$ cat config.mk
export PLATFORM = sky130hd
export DESIGN_NAME = ebc_bus_ctrl
export DESIGN_NICKNAME = d
export VERILOG_FILES = /design/src/ebc_bus_ctrl.v /design/src/ebc_sync.v
export VERILOG_INCLUDE_DIRS = /design/src
export SDC_FILE = /design/constraint.sdc
export NUM_CORES = 1
export LEC_CHECK = 0
export ABC_AREA = 1
export BUFFER_PORTS_ARGS = -buffer_cell sky130_fd_sc_hd__buf_2
export CORE_ASPECT_RATIO = 0.8
export CORE_MARGIN = 1
export CORE_UTILIZATION = 52
export CTS_CLUSTER_SIZE = 16
export DETAILED_ROUTE_END_ITERATION = 12
export PLACE_DENSITY_LB_ADDON = 0.25
export SLEW_MARGIN = 30
export SYNTH_ARGS = -nofsm -noshare
export SYNTH_HDL_FRONTEND = slang
export SYNTH_SLANG_ARGS = --single-unit
$ cat constraint.sdc
create_clock -name clk -period 2.4 [get_ports clk]
set_input_delay 0.72 -clock clk [delete_from_list [all_inputs] [get_ports clk]]
set_output_delay 0.72 -clock clk [all_outputs]
set_load 0.01 [all_outputs]
$ cat src/ebc_defs.vh
`ifndef EBC_DEFS_VH
`define EBC_DEFS_VH
// Phase timing, in half-clock units, then waitstate field and sync widths
`define EBC_BASE_HALF 5'h04
`define EBC_MCW_W 4
`define EBC_READY_SYNC_W 2
// Command low time without read/write delay, minus the closing unit
`define EBC_CMD_HALF 5'h02
// Bus states
`define EBC_ST_IDLE 3'h0
`define EBC_ST_ADDR 3'h1
`define EBC_ST_SETUP 3'h2
`define EBC_ST_CMD 3'h3
`define EBC_ST_WAIT 3'h4
`define EBC_ST_RECOV 3'h5
`endif

$ cat src/ebc_bus_ctrl.v
`timescale 1ns/1ns
`include "ebc_defs.vh"
// Functional notes
// RULE1 - Bus timing counts half-clock units, one per edge of the CPU clock.
// RULE2 - Base cycle is four half units plus setup, waitstates and tristate extensions.
// RULE3 - READY high at sampling point adds a waitstate; low ends the cycle.
// RULE4 - Read data captured on the edge that changes address and raises read strobe; the code keeps the address until the next cycle starts.
// RULE5 - Programmed memory-cycle waitstates complete before READY sampling applies.
// RULE6 - Read/write delay postpones the falling edge of the command.
// RULE7 - With delay, command and gated select start one half unit later.
// RULE8 - Float and strobe-to-next delays use the following cycle's settings; the code uses the finished cycle's settings.
// RULE9 - Multiplexed modes add a recovery waitstate, optionally a tristate waitstate too.
// RULE10 - Gap is two clock outputs for mux with tristate, zero demux without.
// RULE11 - Latched selects follow address strobe; early selects change with the address.
// RULE12 - Partner may drop READY on the rising edge of the command.
// RULE13 - Unaligned asynchronous READY is held low two half units plus setup.
// RULE14 - Partner releases READY promptly when the next cycle is READY-controlled.
// RULE15 - Multiplexed bus gives the partner two more half units to remove READY.
// RULE16 - Clock output period is two half units; address strobe falls after its rise; the code drops it on the same edge as the rise.
module ebc_bus_ctrl #(
  parameter AW = 24,
  parameter DW = 16,
  parameter CSN = 4
) (
  clk,
  rstn,
  cpu_clk,
  ready_n,
  req,
  req_write,
  req_addr,
  req_wdata,
  req_byte_high,
  req_cs,
  req_mux,
  req_setup_delay,
  req_rw_delay,
  req_ready_en,
  memory_cycle_waitstates,
  tristate_waitstate,
  req_ack,
  done,
  rdata,
  addr,
  wdata,
  wdata_oen,
  byte_high_enable,
  ale,
  rd_n,
  wr_n,
  read_gated_select_n,
  write_gated_select_n,
  latched_chip_select,
  early_chip_select,
  system_clock_output,
  busy,
  data_in
);
  input wire clk;
  input wire rstn;
  input wire cpu_clk;
  input wire ready_n;
  input wire req;
  input wire req_write;
  input wire [AW-1:0] req_addr;
  input wire [DW-1:0] req_wdata;
  input wire req_byte_high;
  input wire [CSN-1:0] req_cs;
  input wire req_mux;
  input wire req_setup_delay;
  input wire req_rw_delay;
  input wire req_ready_en;
  input wire [`EBC_MCW_W-1:0] memory_cycle_waitstates;
  input wire tristate_waitstate;
  output wire req_ack;
  output reg done;
  output reg [DW-1:0] rdata;
  output reg [AW-1:0] addr;
  output reg [DW-1:0] wdata;
  output reg wdata_oen;
  output reg byte_high_enable;
  output reg ale;
  output reg rd_n;
  output reg wr_n;
  output reg read_gated_select_n;
  output reg write_gated_select_n;
  output reg [CSN-1:0] latched_chip_select;
  output reg [CSN-1:0] early_chip_select;
  output reg system_clock_output;
  output wire busy;
  input wire [DW-1:0] data_in;

  wire cpu_s;
  wire ready_s;
  wire [DW-1:0] din_s;
  reg cpu_d_r;
  reg [2:0] st_r;
  reg [4:0] cnt_r;
  reg wr_r;
  reg mux_r;
  reg rwd_r;
  reg rdy_en_r;
  reg tri_r;
  reg [`EBC_MCW_W-1:0] mcw_r;
  reg [CSN-1:0] cs_r;
  reg [DW-1:0] wd_r;

  // Units left in the command phase: three per waitstate, one less with delay
  function [4:0] cmd_len;
    input [`EBC_MCW_W-1:0] mcw;
    input rwd;
    begin
      cmd_len = {1'b0, mcw} + {mcw, 1'b0} + `EBC_CMD_HALF - {4'h0, rwd};
    end
  endfunction

  ebc_sync #(.W(`EBC_READY_SYNC_W)) u_sync (
    .clk(clk),
    .rstn(rstn),
    .d({cpu_clk, ready_n}),
    .q({cpu_s, ready_s})
  );
  ebc_sync #(.W(DW)) u_dsync (
    .clk(clk),
    .rstn(rstn),
    .d(data_in),
    .q(din_s)
  );

  // One tick per CPU clock edge
  wire tick = cpu_s ^ cpu_d_r; // RULE1
  // Start on clock output fall so the strobe drops at its rise
  wire fall = tick & ~cpu_s; // RULE16
  assign busy = (st_r != `EBC_ST_IDLE);
  // Cycle settings taken at start; the float gap after this cycle uses them
  assign req_ack = req & ~busy & fall; // RULE8

  always @(posedge clk) begin
    if (!rstn) begin
      cpu_d_r <= 1'b0;
      system_clock_output <= 1'b0;
      st_r <= `EBC_ST_IDLE;
      cnt_r <= 5'h00;
      wr_r <= 1'b0;
      mux_r <= 1'b0;
      rwd_r <= 1'b0;
      rdy_en_r <= 1'b0;
      tri_r <= 1'b0;
      mcw_r <= {`EBC_MCW_W{1'b0}};
      cs_r <= {CSN{1'b0}};
      wd_r <= {DW{1'b0}};
      done <= 1'b0;
      rdata <= {DW{1'b0}};
      addr <= {AW{1'b0}};
      wdata <= {DW{1'b0}};
      wdata_oen <= 1'b1;
      byte_high_enable <= 1'b0;
      ale <= 1'b0;
      rd_n <= 1'b1;
      wr_n <= 1'b1;
      read_gated_select_n <= 1'b1;
      write_gated_select_n <= 1'b1;
      latched_chip_select <= {CSN{1'b0}};
      early_chip_select <= {CSN{1'b0}};
    end else begin
      cpu_d_r <= cpu_s;
      done <= 1'b0;
      // Period equals two half units
      if (tick) begin
        system_clock_output <= cpu_s; // RULE16
      end
      if (tick) begin
        case (st_r)
          `EBC_ST_IDLE: begin
            if (req_ack) begin
              wr_r <= req_write;
              mux_r <= req_mux;
              rwd_r <= req_rw_delay;
              rdy_en_r <= req_ready_en;
              tri_r <= tristate_waitstate;
              mcw_r <= memory_cycle_waitstates;
              cs_r <= req_cs;
              wd_r <= req_wdata;
              addr <= req_addr;
              byte_high_enable <= req_byte_high;
              early_chip_select <= req_cs; // RULE11
              ale <= 1'b1;
              cnt_r <= req_setup_delay ? 5'h02 : 5'h00; // RULE2
              st_r <= `EBC_ST_ADDR;
            end
          end
          `EBC_ST_ADDR: begin
            if (cnt_r != 5'h00) begin
              cnt_r <= cnt_r - 5'h01;
            end else begin
              // Strobe falls together with clock output rise
              ale <= 1'b0; // RULE16
              latched_chip_select <= cs_r; // RULE11
              if (wr_r) begin
                wdata <= wd_r;
                wdata_oen <= 1'b0;
              end
              if (rwd_r) begin
                // Command held back one half unit
                cnt_r <= 5'h00; // RULE6
                st_r <= `EBC_ST_SETUP;
              end else begin
                // No delay: command falls together with the strobe
                rd_n <= wr_r;
                wr_n <= ~wr_r;
                read_gated_select_n <= wr_r;
                write_gated_select_n <= ~wr_r;
                cnt_r <= cmd_len(mcw_r, 1'b0); // RULE6 RULE7 RULE5
                st_r <= `EBC_ST_CMD;
              end
            end
          end
          `EBC_ST_SETUP: begin
            if (cnt_r != 5'h00) begin
              cnt_r <= cnt_r - 5'h01;
            end else begin
              rd_n <= wr_r;
              wr_n <= ~wr_r;
              read_gated_select_n <= wr_r;
              write_gated_select_n <= ~wr_r;
              // Delayed command: two half units low plus waitstates
              cnt_r <= cmd_len(mcw_r, rwd_r); // RULE5 RULE7
              st_r <= `EBC_ST_CMD;
            end
          end
          `EBC_ST_CMD: begin
            if (cnt_r != 5'h00) begin
              cnt_r <= cnt_r - 5'h01;
            end else if (rdy_en_r && ready_s) begin
              // Waitstate: one clock output per READY high
              cnt_r <= 5'h01; // RULE3
            end else begin
              // Capture with strobe rise; address holds until the next cycle starts
              if (!wr_r) begin
                rdata <= din_s; // RULE4
              end
              rd_n <= 1'b1;
              wr_n <= 1'b1;
              read_gated_select_n <= 1'b1;
              write_gated_select_n <= 1'b1;
              latched_chip_select <= {CSN{1'b0}};
              early_chip_select <= {CSN{1'b0}};
              wdata_oen <= 1'b1;
              done <= 1'b1;
              // Mux recovery plus optional tristate, each one clock output
              cnt_r <= mux_r ? (tri_r ? 5'h03 : 5'h01) : (tri_r ? 5'h01 : 5'h00); // RULE9 RULE10
              st_r <= (mux_r || tri_r) ? `EBC_ST_RECOV : `EBC_ST_IDLE;
            end
          end
          `EBC_ST_RECOV: begin
            if (cnt_r != 5'h00) begin
              cnt_r <= cnt_r - 5'h01;
            end else begin
              st_r <= `EBC_ST_IDLE;
            end
          end
          default: begin
            st_r <= `EBC_ST_IDLE;
          end
        endcase
      end
    end
  end
endmodule

$ cat src/ebc_sync.v
`timescale 1ns/1ns
module ebc_sync #(
  parameter W = 1
) (
  clk,
  rstn,
  d,
  q
);
  input wire clk;
  input wire rstn;
  input wire [W-1:0] d;
  output reg [W-1:0] q;
  reg [W-1:0] s1_r;
  always @(posedge clk) begin
    if (!rstn) begin
      s1_r <= {W{1'b0}};
      q <= {W{1'b0}};
    end else begin
      s1_r <= d;
      q <= s1_r;
    end
  end
endmodule

# Word-level counts from Yosys, hierarchy flattened
# Index checks and enable logic that the tools add are counted.
# totals
regBits,145
inputBits,76
out_inout_bits,75
elab_cells,121
# op_classes
addsub,4
n_eq_ne,13
mux,44
bitwise_logic,12
reduce_logical,21
# ops
operator,n
$mux W5,6
$pmux W5 S5,1
$mux W3,7
$ne A2 B2 Y1 const B,9
$mux W4,4
$pmux W4 S2,2
$mux W1,15
$pmux W3 S5,1
$reduce_and A5 Y1,3
$reduce_and A7 Y1,2
$reduce_and A4 Y1,3
$reduce_bool A5 Y1,2
$mux W2,4
$not A1 Y1,8
$eq A3 B2 Y1 const B,2
$pmux W1 S3,2
$reduce_and A6 Y1,1
$reduce_bool A2 Y1,3
$reduce_bool A3 Y1,2
$add A4 B5 Y5,1
$add A5 B2 Y5 const B,1
$sub A5 B1 Y5,1
$sub A5 B1 Y5 const B,1
$pmux W1 S2,2
other kinds (9),11

# Longest topological paths before layout
# Gate-level depths: netlist of the first run.
# logic_depth
depth_word,6
depth_mapped,13
depth_no_buf,13

# Hierarchy
# From an unflattened synthesis of the first run, not the netlist that was laid out.
# hier_totals
hier_cells,712
area_unflattened_um2,5570.3
# modules_own_cells
mod,n_inst,cells_per_inst,area_each_um2,seq_area_each_um2
ebc_bus_ctrl,1,601,4545.6,2182.1
ebc_sync (u_dsync),1,99,914.6,640.6
ebc_sync (u_sync),1,12,110.1,80.1

# Worst setup path after synthesis of the first run
# OpenSTA, ideal clock, no wires.
# synth_path
path_type,register -> register
from,reg mcw_r[1]
to,reg cnt_r[4]
setup_time_ns,0.070
arrival_time_ns,1.772
required_ns,2.330
path_slack_ns,0.558
stages_incl_launch_ff,12
path_buffers,0
period_less_slack_ns,1.842
path_cell_list,dfxtp_1 ha_1 ha_1 fa_1 inv_1 nand3_1 inv_1 nand2_1 nand3_1 nand3_1 nand2_1 a21oi_1
# synth_between
elab_chain_len,5
word_cells_on_any_way,7
classes_between,3 x add/sub; 4 x mux
# synth_lines
element,line_no,source
"start, declared",ebc_bus_ctrl.v:104,reg [`EBC_MCW_W-1:0] mcw_r;
"start signal, assigned",ebc_bus_ctrl.v:149,mcw_r <= {`EBC_MCW_W{1'b0}};
"start signal, assigned",ebc_bus_ctrl.v:181,mcw_r <= memory_cycle_waitstates;
$add A4 B5 Y5 (*),ebc_bus_ctrl.v:113,"cmd_len = {1'b0, mcw} + {mcw, 1'b0} + `EBC_CMD_HALF - {4'h0, rwd};"
$add A5 B2 Y5 (no source line) (*),--,
$sub A5 B1 Y5 or $mux W5 (tied branches),"ebc_bus_ctrl.v:113, ebc_bus_ctrl.v:203",
"$mux W5, on equally long branches","ebc_bus_ctrl.v:219, ebc_bus_ctrl.v:193",
$pmux W5 S5 (*),ebc_bus_ctrl.v:173,case (st_r)
"end signal, assigned",ebc_bus_ctrl.v:220,cnt_r <= cnt_r - 5'h01;
"end signal, assigned",ebc_bus_ctrl.v:227,"cnt_r <= cmd_len(mcw_r, rwd_r);"
"end signal, assigned",ebc_bus_ctrl.v:233,cnt_r <= cnt_r - 5'h01;
"end, declared",ebc_bus_ctrl.v:98,reg [4:0] cnt_r;
# Every way passes the cells marked *; elsewhere a longest branch is shown, timed or not.
# A chain may end at the register's enable or synchronous reset.

# Worst setup path after layout of the first run
# layout_path
from,reg cnt_r[0]
to,reg wdata[9]
# layout_between
elab_chain_len,3
# layout_lines
element,line_no,source
"start signal, assigned",ebc_bus_ctrl.v:188,cnt_r <= req_setup_delay ? 5'h02 : 5'h00;
"start signal, assigned",ebc_bus_ctrl.v:194,cnt_r <= cnt_r - 5'h01;
"start signal, assigned",ebc_bus_ctrl.v:213,"cnt_r <= cmd_len(mcw_r, 1'b0);"
$reduce_bool A5 Y1,ebc_bus_ctrl.v:193,if (cnt_r != 5'h00) begin
$not A1 Y1 (no source line),--,
$reduce_and A4 Y1 (no source line),--,
"end signal, assigned",ebc_bus_ctrl.v:155,wdata <= {DW{1'b0}};
"end signal, assigned",ebc_bus_ctrl.v:200,wdata <= wd_r;
"end, declared",ebc_bus_ctrl.v:79,output reg [DW-1:0] wdata;
# Every way passes these cells.

==> flow_summary.toml, run 1 <==
[timing]
tightestPinTransition_ps = 599
clock_skew_ps = 6.92
fin_setup_tns_ps = 0
hold_viol = 0
rsz0062_at_grt = "no"
maxSlewHeadroom_pct = 59.9
setup_violations = 0
period_needed_ps = 2150
report.final.slew_viol_count = 0
fmax_mhz = 465
timing.final.crit_share_pct = 89.5

[yosys]
synth_nets = 804
yosysWarningCount = 0
yosysMostFrequentCell = "nor2_1"
synth_cell_types = 31
postSynthCellCount = 718
synth-edff-count = 0
netlist_top_cells_count = "nor2_1, dfxtp_1, nand2_1"
avgSynthCellArea_sq_um = 7.76
syn_area_sq_mm = 0.00557
ys_seq_area_share_pct = 52.1
synth-main-ff-cell = "dfxtp_1"
yosys-top-cells-area = "dfxtp_1, nor2_1, nand2_1"
synth-async-reset-ratio_pct = 0
ys_ff_latch = 145
synth_top_area_share_pct = 52.1
synth_top_area_cell = "dfxtp_1"

[cts]
cts.repair.resized = 0
holdBufCountCts = 0
cts.clk_slew.worst_paths_ps = 60
clock-root-buffer = "clkbuf_16"
cts_setup_buffers = 0
cts_buffers = 17
insertion_delay_ps = 410
clock_sinks = 145
htree_num_levels = 4
cts_buffer_depth = 2
cts_tree = "yes"

[power]
p_total_mw = 5.26
vdd_drop_max_mv = 0.518
p_leak_nw = 3.52
p_per_area_mw_per_mm2 = 752

[place]
dp.cells = 983
portBuffers = 150
hpwl_um = 8940
gp_congestion = 0.920
dpl-instance-area_sq_mm = 0.00641

[setup_path]
cp_slowest_cell = "a211oi_1"
critPathKind = "flop to flop"
cp_common_cell = "nand2_2"
cpPeakStageDelay_ps = 380
crit_family = "simple AND/OR/NAND/NOR gates"
crit_chain = "inv_1 > ha_1 > nand3_4 > inv_4 > nand2_2 > nor2_4 > nand2_2 > a211oi_1"
critPathLaunchType = "flop"
cp-startpoint = "cnt_r[0]"
worst-path-buf-inv = 2
crit_fanout = 32
cp_data_arrival_time_ps = 2460
reg2reg_from = "cnt_r[0]"
endpoint_kind = "flop"
worstPathRequired_ps = 2710

[die]
dieArea_sq_mm = 0.0111
rows = 33
start_util_pct = 54.0
core_sq_mm = 0.0103
dieWidth_um = 118
ioPinCount = 151
dieHeight_um = 94.6

[drt]
num_vias = 4951
wire_per_inst_um = 13.1
antenna_left = 0
drc = 0
drt_pass1_iterations = 5
drt-initial-drc-count = 444
viasPerCell = 4.88
drt_wl_total_um = 13300

[global_route]
grt_pass1_wl_um = 21200
gr-usage-all-layers_pct = 24.4
grt_overflow = 0
grt_pass1_vias = 4609
grt_max_degree = 90
antenna_found_initial = 0

[layout]
final_nets = 948
multi_input_area_sq_mm = 0.00215
fillCellCount = 855
drive_above_1_share_pct = 24.5
seq_area_sq_mm = 0.00290
area_delta_synth_final_pct = 25.7
n_antenna_cell = 0
final_area_sq_mm = 0.00700
stdcell_count = 1015

[run]
drv_cap = 0

[outcome]
status = "completed"

[hold_path]
hp-start = "u_dsync.s1_r[5]"
hold_class = "flop to flop"
[cell families after synthesis]
group	after synthesis	synth area share (%)
AOI/OAI and AO/OA	117	11.8
and+or+nand+nor	321	23.8
adders and majority gates	10	2.38
DFF	145	52.1
buffers and inverters	121	9.25
xor gates and xnor gates	4	0.629
[routing by layer]
layer | track usage (%) | routed length [um] | up-vias
li1 | - | - | 2530
met1 | 30.7 | 6060 | 2232
met2 | 40.3 | 6140 | 175
met3 | 6.46 | 894 | 14
met4 | 9.51 | 169 | 0
met5 | 0 | 0 | -
[worst register-to-register path: stages (launching register included)]
cell,delay (ps)
dfxtp_1,340
inv_1,100
ha_1,320
nand3_4,190
inv_4,160
nand2_2,100
nor2_4,110
nand2_2,350
a211oi_1,390
[flip-flops by register name, summed over array words and instances (netlist names), 2 cells and up]
signal               count
addr                    24
rdata                   16
u_dsync.q               16
u_dsync.s1_r            16
wd_r                    16
wdata                   16
cnt_r                    5
cs_r                     4
early_chip_select        4
latched_chip_select      4
mcw_r                    4
st_r                     3
u_sync.q                 2
u_sync.s1_r              2
[cell type report]
type | count | share of cell area (%)
inverter | 87 | 4.73
timing repair buffer | 159 | 12.0
multi-input combinational | 452 | 30.7
tap | 140 | 2.50
sequential | 145 | 41.5
clock buffer | 18 | 6.27
clock inverter | 14 | 2.25
[layout by cell type, fill, tap and decap left out, types with 2 or more instances in the layout]
cell type and count:
a211oi_1 12, a211oi_2 4, a21oi_1 24, buf_12 2, buf_2 150, buf_4 7
bufinv_16 2, clkbuf_16 17, clkinv_2 2, clkinv_4 5, clkinvlp_4 2, dfxtp_1 145
ha_1 9, inv_1 84, inv_4 2, inv_6 2, nand2_1 127, nand2_2 6
nand3_1 17, nand4_1 6, nor2_1 154, nor2_2 2, nor2_4 4, nor3_1 2
o21ai_0 75, xnor2_1 2, xor2_1 2
[final timing paths]
path	slack, ps	endpoint	depth (start not counted)
worst max-delay path	250	wdata[9]	8
worst min-delay path	410	u_dsync.q[5]	2
worst max register to register	250	wdata[9]	8
worst min register to register	410	u_dsync.q[5]	2
[metrics by stage]
stage,utilization (%),setup WS (ps),hold slack (ps)
2_1_floorplan,-,558,390
3_3_place_gp,62.1,359,391
3_5_place_dp,62.1,318,399
4_1_cts,67.8,252,415
5_1_grt,67.8,37.0,432
6_report,67.8,251,412
[power by group]
part | internal (mW) | total [mW] | switching (mW)
clock network | 1.57 | 2.62 | 1.04
registers | 2.44 | 2.45 | 0.0115
logic | 0.0827 | 0.192 | 0.109
total | 4.10 | 5.26 | 1.16
Power figures use the tool's default switching activity.
==> inputs of run 2 (changes only) <==
--- a/config.mk
+++ b/config.mk
@@ -10,11 +10,10 @@
 export BUFFER_PORTS_ARGS = -buffer_cell sky130_fd_sc_hd__buf_2
 export CORE_ASPECT_RATIO = 0.8
 export CORE_MARGIN = 1
-export CORE_UTILIZATION = 52
+export CORE_UTILIZATION = 40
 export CTS_CLUSTER_SIZE = 16
 export DETAILED_ROUTE_END_ITERATION = 12
 export PLACE_DENSITY_LB_ADDON = 0.25
-export SLEW_MARGIN = 30
 export SYNTH_ARGS = -nofsm -noshare
 export SYNTH_HDL_FRONTEND = slang
 export SYNTH_SLANG_ARGS = --single-unit
==> run 2 against run 1 <==
  * Maximum frequency shrank 3.1%
  * Sequential cell count unchanged
  * Cell count increased by 3.9%
  * Clock power down 2%
  * Worst hold slack worse by 3.1 ps
  * Clock skew up 1.6 ps
  * Critical path depth decreased by 4
  * Worst setup slack worse by 68 ps
  * Register-to-register slack improved by 99 ps
  * Sequential share of layout area down 0.23 points
  * Critical path type is now flop to output port
  * Highest routed layer unchanged
==> flow_summary.toml, run 2 (synthesized netlist as in run 1, its figures left out) <==
[drt]
viasPerCell = 4.53
drt_wl_total_um = 13000
wire_per_inst_um = 12.3
drt-initial-drc-count = 261
drt_pass1_iterations = 4
antenna_left = 0
drc = 0
num_vias = 4783

[place]
gp_congestion = 0.863
dp.cells = 1022
hpwl_um = 8850
portBuffers = 150

[timing]
rsz0062_at_grt = "no"
setup_violations = 0
fin_setup_tns_ps = 0
hold_viol = 0
fmax_mhz = 451
report.final.slew_viol_count = 0
tightestPinTransition_ps = 601
timing.final.crit_share_pct = 92.4
maxSlewHeadroom_pct = 59.8
period_needed_ps = 2220
holdWs_ps = 409
clock_skew_ps = 8.52

[layout]
final_util_pct = 51.8
largest_register = "addr"
fillCellCount = 1352
final_nets = 947
drive_above_1_share_pct = 24.2
layout_common_cells = "nor2_1, buf_2, dfxtp_1"
final_common_cell = "nor2_1"
largest_reg_flops = 24
stdcell_count = 1055
area_delta_synth_final_pct = 26.4

[setup_path]
critPathKind = "flop to output port"
reg2regPathDepth = 9
r2r_end = "wdata[4]"
critPathLaunchType = "flop"
cp-startpoint = "st_r[2]"
reg2reg_slack_ps = 350
reg2reg_from = "cnt_r[0]"
endpoint_kind = "output port"
worstPathRequired_ps = 1680
cp_data_arrival_time_ps = 1500
crit_fanout = 7

[cts]
clock_sinks = 145
cts_buffer_depth = 2
cts_buffers = 17
htree_num_levels = 4
cts.repair.resized = 0
clock-root-buffer = "clkbuf_16"
cts_setup_buffers = 0
cts_tree = "yes"
cts.clk_slew.worst_paths_ps = 60
insertion_delay_ps = 410
holdBufCountCts = 0

[die]
dieWidth_um = 134
core_sq_mm = 0.0136
rows = 38
dieHeight_um = 108
dieArea_sq_mm = 0.0144
start_util_pct = 41.0
ioPinCount = 151

[run]
drv_cap = 0

[global_route]
antenna_found_initial = 1
grt_max_degree = 95
met1_usage_pct = 25.1
grt_overflow = 0
top_usage_layer = "met2"
met3_usage_pct = 5.79
grt_pass1_wl_um = 21300
met2_usage_pct = 28.9
grt_pass1_vias = 4368
gr-usage-all-layers_pct = 18.9

[power]
pwr-share-comb_pct = 3.6
p_switching_mw = 1.12
p_leak_nw = 3.51
vdd_drop_max_mv = 0.503
seq_power_share_pct = 47.2
cellInternalPower_mw = 4.08
pwr-share-clk_pct = 49.2
netSwitchingFraction_pct = 21.5
p_per_area_mw_per_mm2 = 738

[hold_path]
hp-start = "u_dsync.s1_r[4]"
hold_depth = 2
hold_class = "flop to flop"
hold_end = "u_dsync.q[4]"

[outcome]
status = "completed"
==> run 2: cell count changes in the layout (fill, tap and decap cells not counted), sizes merged <==
cell      change
clkinv        -3
diode         +2
buf           -1
clkbuf        +1
clkinvlp      +1
==> run 2: worst max path at each step <==
stage,to
after floorplan,cnt_r[4]
after global placement,addr[9]
after detailed placement,wdata[4]
after CTS,req_ack
after global routing,req_ack
final,req_ack
==> run 2: cell type report <==
| cell class | instances | area [sq um] | share of cell area [%] |
|---|---|---|---|
| inverter | 87 | 332 | 4.71 |
| antenna | 2 | 5.00 | 0.0711 |
| multi-input combinational | 452 | 2150 | 30.6 |
| clock buffer | 19 | 443 | 6.29 |
| sequential | 145 | 2900 | 41.2 |
| timing repair buffer | 158 | 848 | 12.0 |
| clock inverter | 12 | 133 | 1.88 |
| tap | 180 | 225 | 3.20 |
==> run 2: routing by layer <==
layer	part of all wire, %	up-vias
met2	43	135
met1	49	2107
li1	-	2530
met4	0.72	0
met3	6.9	11
met5	0	-
==> run 2: critical path: stages, from the launching register on <==
cell,delay (ps)
dfxtp_1,420
nor2_1,200
nand2_1,140
nor2_2,170
buf_2,160
==> run 2: through the flow <==
stage	power [mW]	area (sq um)	worst slack [ps]
2_1_floorplan	2.60	5570	558
3_3_place_gp	2.69	6460	389
3_5_place_dp	2.69	6460	352
4_1_cts	5.26	7040	163
5_1_grt	5.40	7040	79.9
6_report	5.20	7040	183
==> run 2: power by group through the flow <==
stage	clock, mW	combinational [mW]	sequential [mW]
after floorplan	0	0.0951	2.51
after global placement	0	0.185	2.51
after detailed placement	0	0.187	2.51
after CTS	2.62	0.188	2.45
after global routing	2.73	0.212	2.46
final	2.56	0.185	2.45
==> inputs of run 3 (changes only) <==
--- a/config.mk
+++ b/config.mk
@@ -8,12 +8,11 @@
 export LEC_CHECK = 0
 export ABC_AREA = 1
 export BUFFER_PORTS_ARGS = -buffer_cell sky130_fd_sc_hd__buf_2
-export CORE_ASPECT_RATIO = 0.8
-export CORE_MARGIN = 1
 export CORE_UTILIZATION = 40
 export CTS_CLUSTER_SIZE = 16
 export DETAILED_ROUTE_END_ITERATION = 12
 export PLACE_DENSITY_LB_ADDON = 0.25
+export REMOVE_ABC_BUFFERS = 1
 export SYNTH_ARGS = -nofsm -noshare
 export SYNTH_HDL_FRONTEND = slang
 export SYNTH_SLANG_ARGS = --single-unit
==> run 3 against run 2 <==
  * Worst setup slack worse by 4.8 ps
  * Sequential power about the same
  * Maximum frequency decreased by 0.22%
  * Clock-buffer cell count is the same
  * Power is 2.3% lower
  * Cell area is 0.41% lower
  * Non-clock buffer count unchanged
  * Clock skew decreased by 1.2 ps
  * First-iteration DRC count down 11%
  * Sequential cell count unchanged
  * Critical path type unchanged
  * Largest power group is now registers
  * Highest routed layer unchanged
==> flow_summary.toml, run 3 (synthesized netlist as in run 1, its figures left out) <==
[cts]
htree_num_levels = 4
cts.clk_slew.worst_paths_ps = 60
cts.repair.resized = 0
cts_setup_buffers = 0
cts_buffer_depth = 2
insertion_delay_ps = 420
clock_sinks = 145
clock-root-buffer = "clkbuf_16"
holdBufCountCts = 0
cts_tree = "yes"
cts_buffers = 17

[layout]
multi_input_area_sq_mm = 0.00215
drive_above_1_share_pct = 24.4
seq_area_sq_mm = 0.00290
n_antenna_cell = 0
layout_common_cells = "nor2_1, buf_2, dfxtp_1"
fillCellCount = 1362
final_common_cell = "nor2_1"
largest_reg_flops = 24
area_delta_synth_final_pct = 25.9
stdcell_count = 1050
final_area_sq_mm = 0.00701
final_nets = 947
largest_register = "addr"

[place]
dp.cells = 1018
hpwl_um = 8580
gp_congestion = 0.871
portBuffers = 150
place_ws_ps = 368
dpl-instance-area_sq_mm = 0.00646

[die]
ioPinCount = 151
dieArea_sq_mm = 0.0144
dieHeight_um = 120
core_sq_mm = 0.0134
rows = 42
start_util_pct = 41.6
dieWidth_um = 120

[setup_path]
cp_data_arrival_time_ps = 1500
crit_fanout = 7
endpoint_kind = "output port"
worstPathRequired_ps = 1680
critPathLaunchType = "flop"
critPathKind = "flop to output port"

[timing]
hold_viol = 0
tightestPinTransition_ps = 634
maxSlewHeadroom_pct = 57.6
fin_setup_tns_ps = 0
setup_ws_ps = 178
period_needed_ps = 2220
setup_violations = 0
report.final.slew_viol_count = 0
fmax_mhz = 450
timing.final.crit_share_pct = 92.6
rsz0062_at_grt = "no"
clock_skew_ps = 7.27

[drt]
drc = 0
wire_per_inst_um = 11.7
drt_wl_total_um = 12300
antenna_left = 0
drt-initial-drc-count = 232
num_vias = 4757
drt_pass1_iterations = 4
viasPerCell = 4.53

[power]
p_leak_nw = 3.51
vdd_drop_max_mv = 0.502
p_per_area_mw_per_mm2 = 724

[run]
drv_cap = 0

[global_route]
grt_pass1_wl_um = 20900
antenna_found_initial = 0
grt_max_degree = 79
grt_overflow = 0
grt_pass1_vias = 4549
gr-usage-all-layers_pct = 18.6

[hold_path]
hold_class = "flop to flop"

[outcome]
status = "completed"
run 3: final timing paths:
check             slack [ps]           to      startpoint  cells after the start
setup / recovery         180      req_ack         st_r[2]                      4
hold / removal           410  u_sync.q[0]  u_sync.s1_r[0]                      2
setup reg to reg         360     wdata[8]        cnt_r[0]                      9
hold reg to reg          410  u_sync.q[0]  u_sync.s1_r[0]                      2
run 3: worst max-delay path, stage by stage, from the launching register on:
cell and delay (ps):
dfxtp_1 420, nor2_1 200, nand2_1 130, nor2_2 160, buf_2 160
run 3: routing by layer:
layer	vias to the layer above	part of all wire [%]	global-route usage [%]
met4	0	1.4	6.56
met1	2094	44	22.2
met3	16	8.7	7.75
met2	120	45	29.9
met5	-	0	0
li1	2527	-	-
run 3: through the flow:
stage          power (mW)  hold slack, ps  utilization [%]
2_1_floorplan        2.58             390                -
3_3_place_gp         2.70             391             48.2
3_5_place_dp         2.70             396             48.2
4_1_cts              5.15             412             52.3
5_1_grt              5.29             433             52.3
6_report             5.08             408             52.3
run 3: layout make-up:
type	instances	area share, %
Multi-Input combinational cell	452	30.7
Inverter	87	4.73
Sequential cell	145	41.4
Timing Repair Buffer	158	12.1
Tap cell	176	3.14
Clock inverter	13	1.48
Clock buffer	19	6.46
run 3: power by group:
part	internal, mW	switching, mW	leakage, nW
clock network	1.39	1.04	0.281
logic	0.0834	0.103	2.05
registers	2.44	0.0115	1.18
total	3.92	1.16	3.51
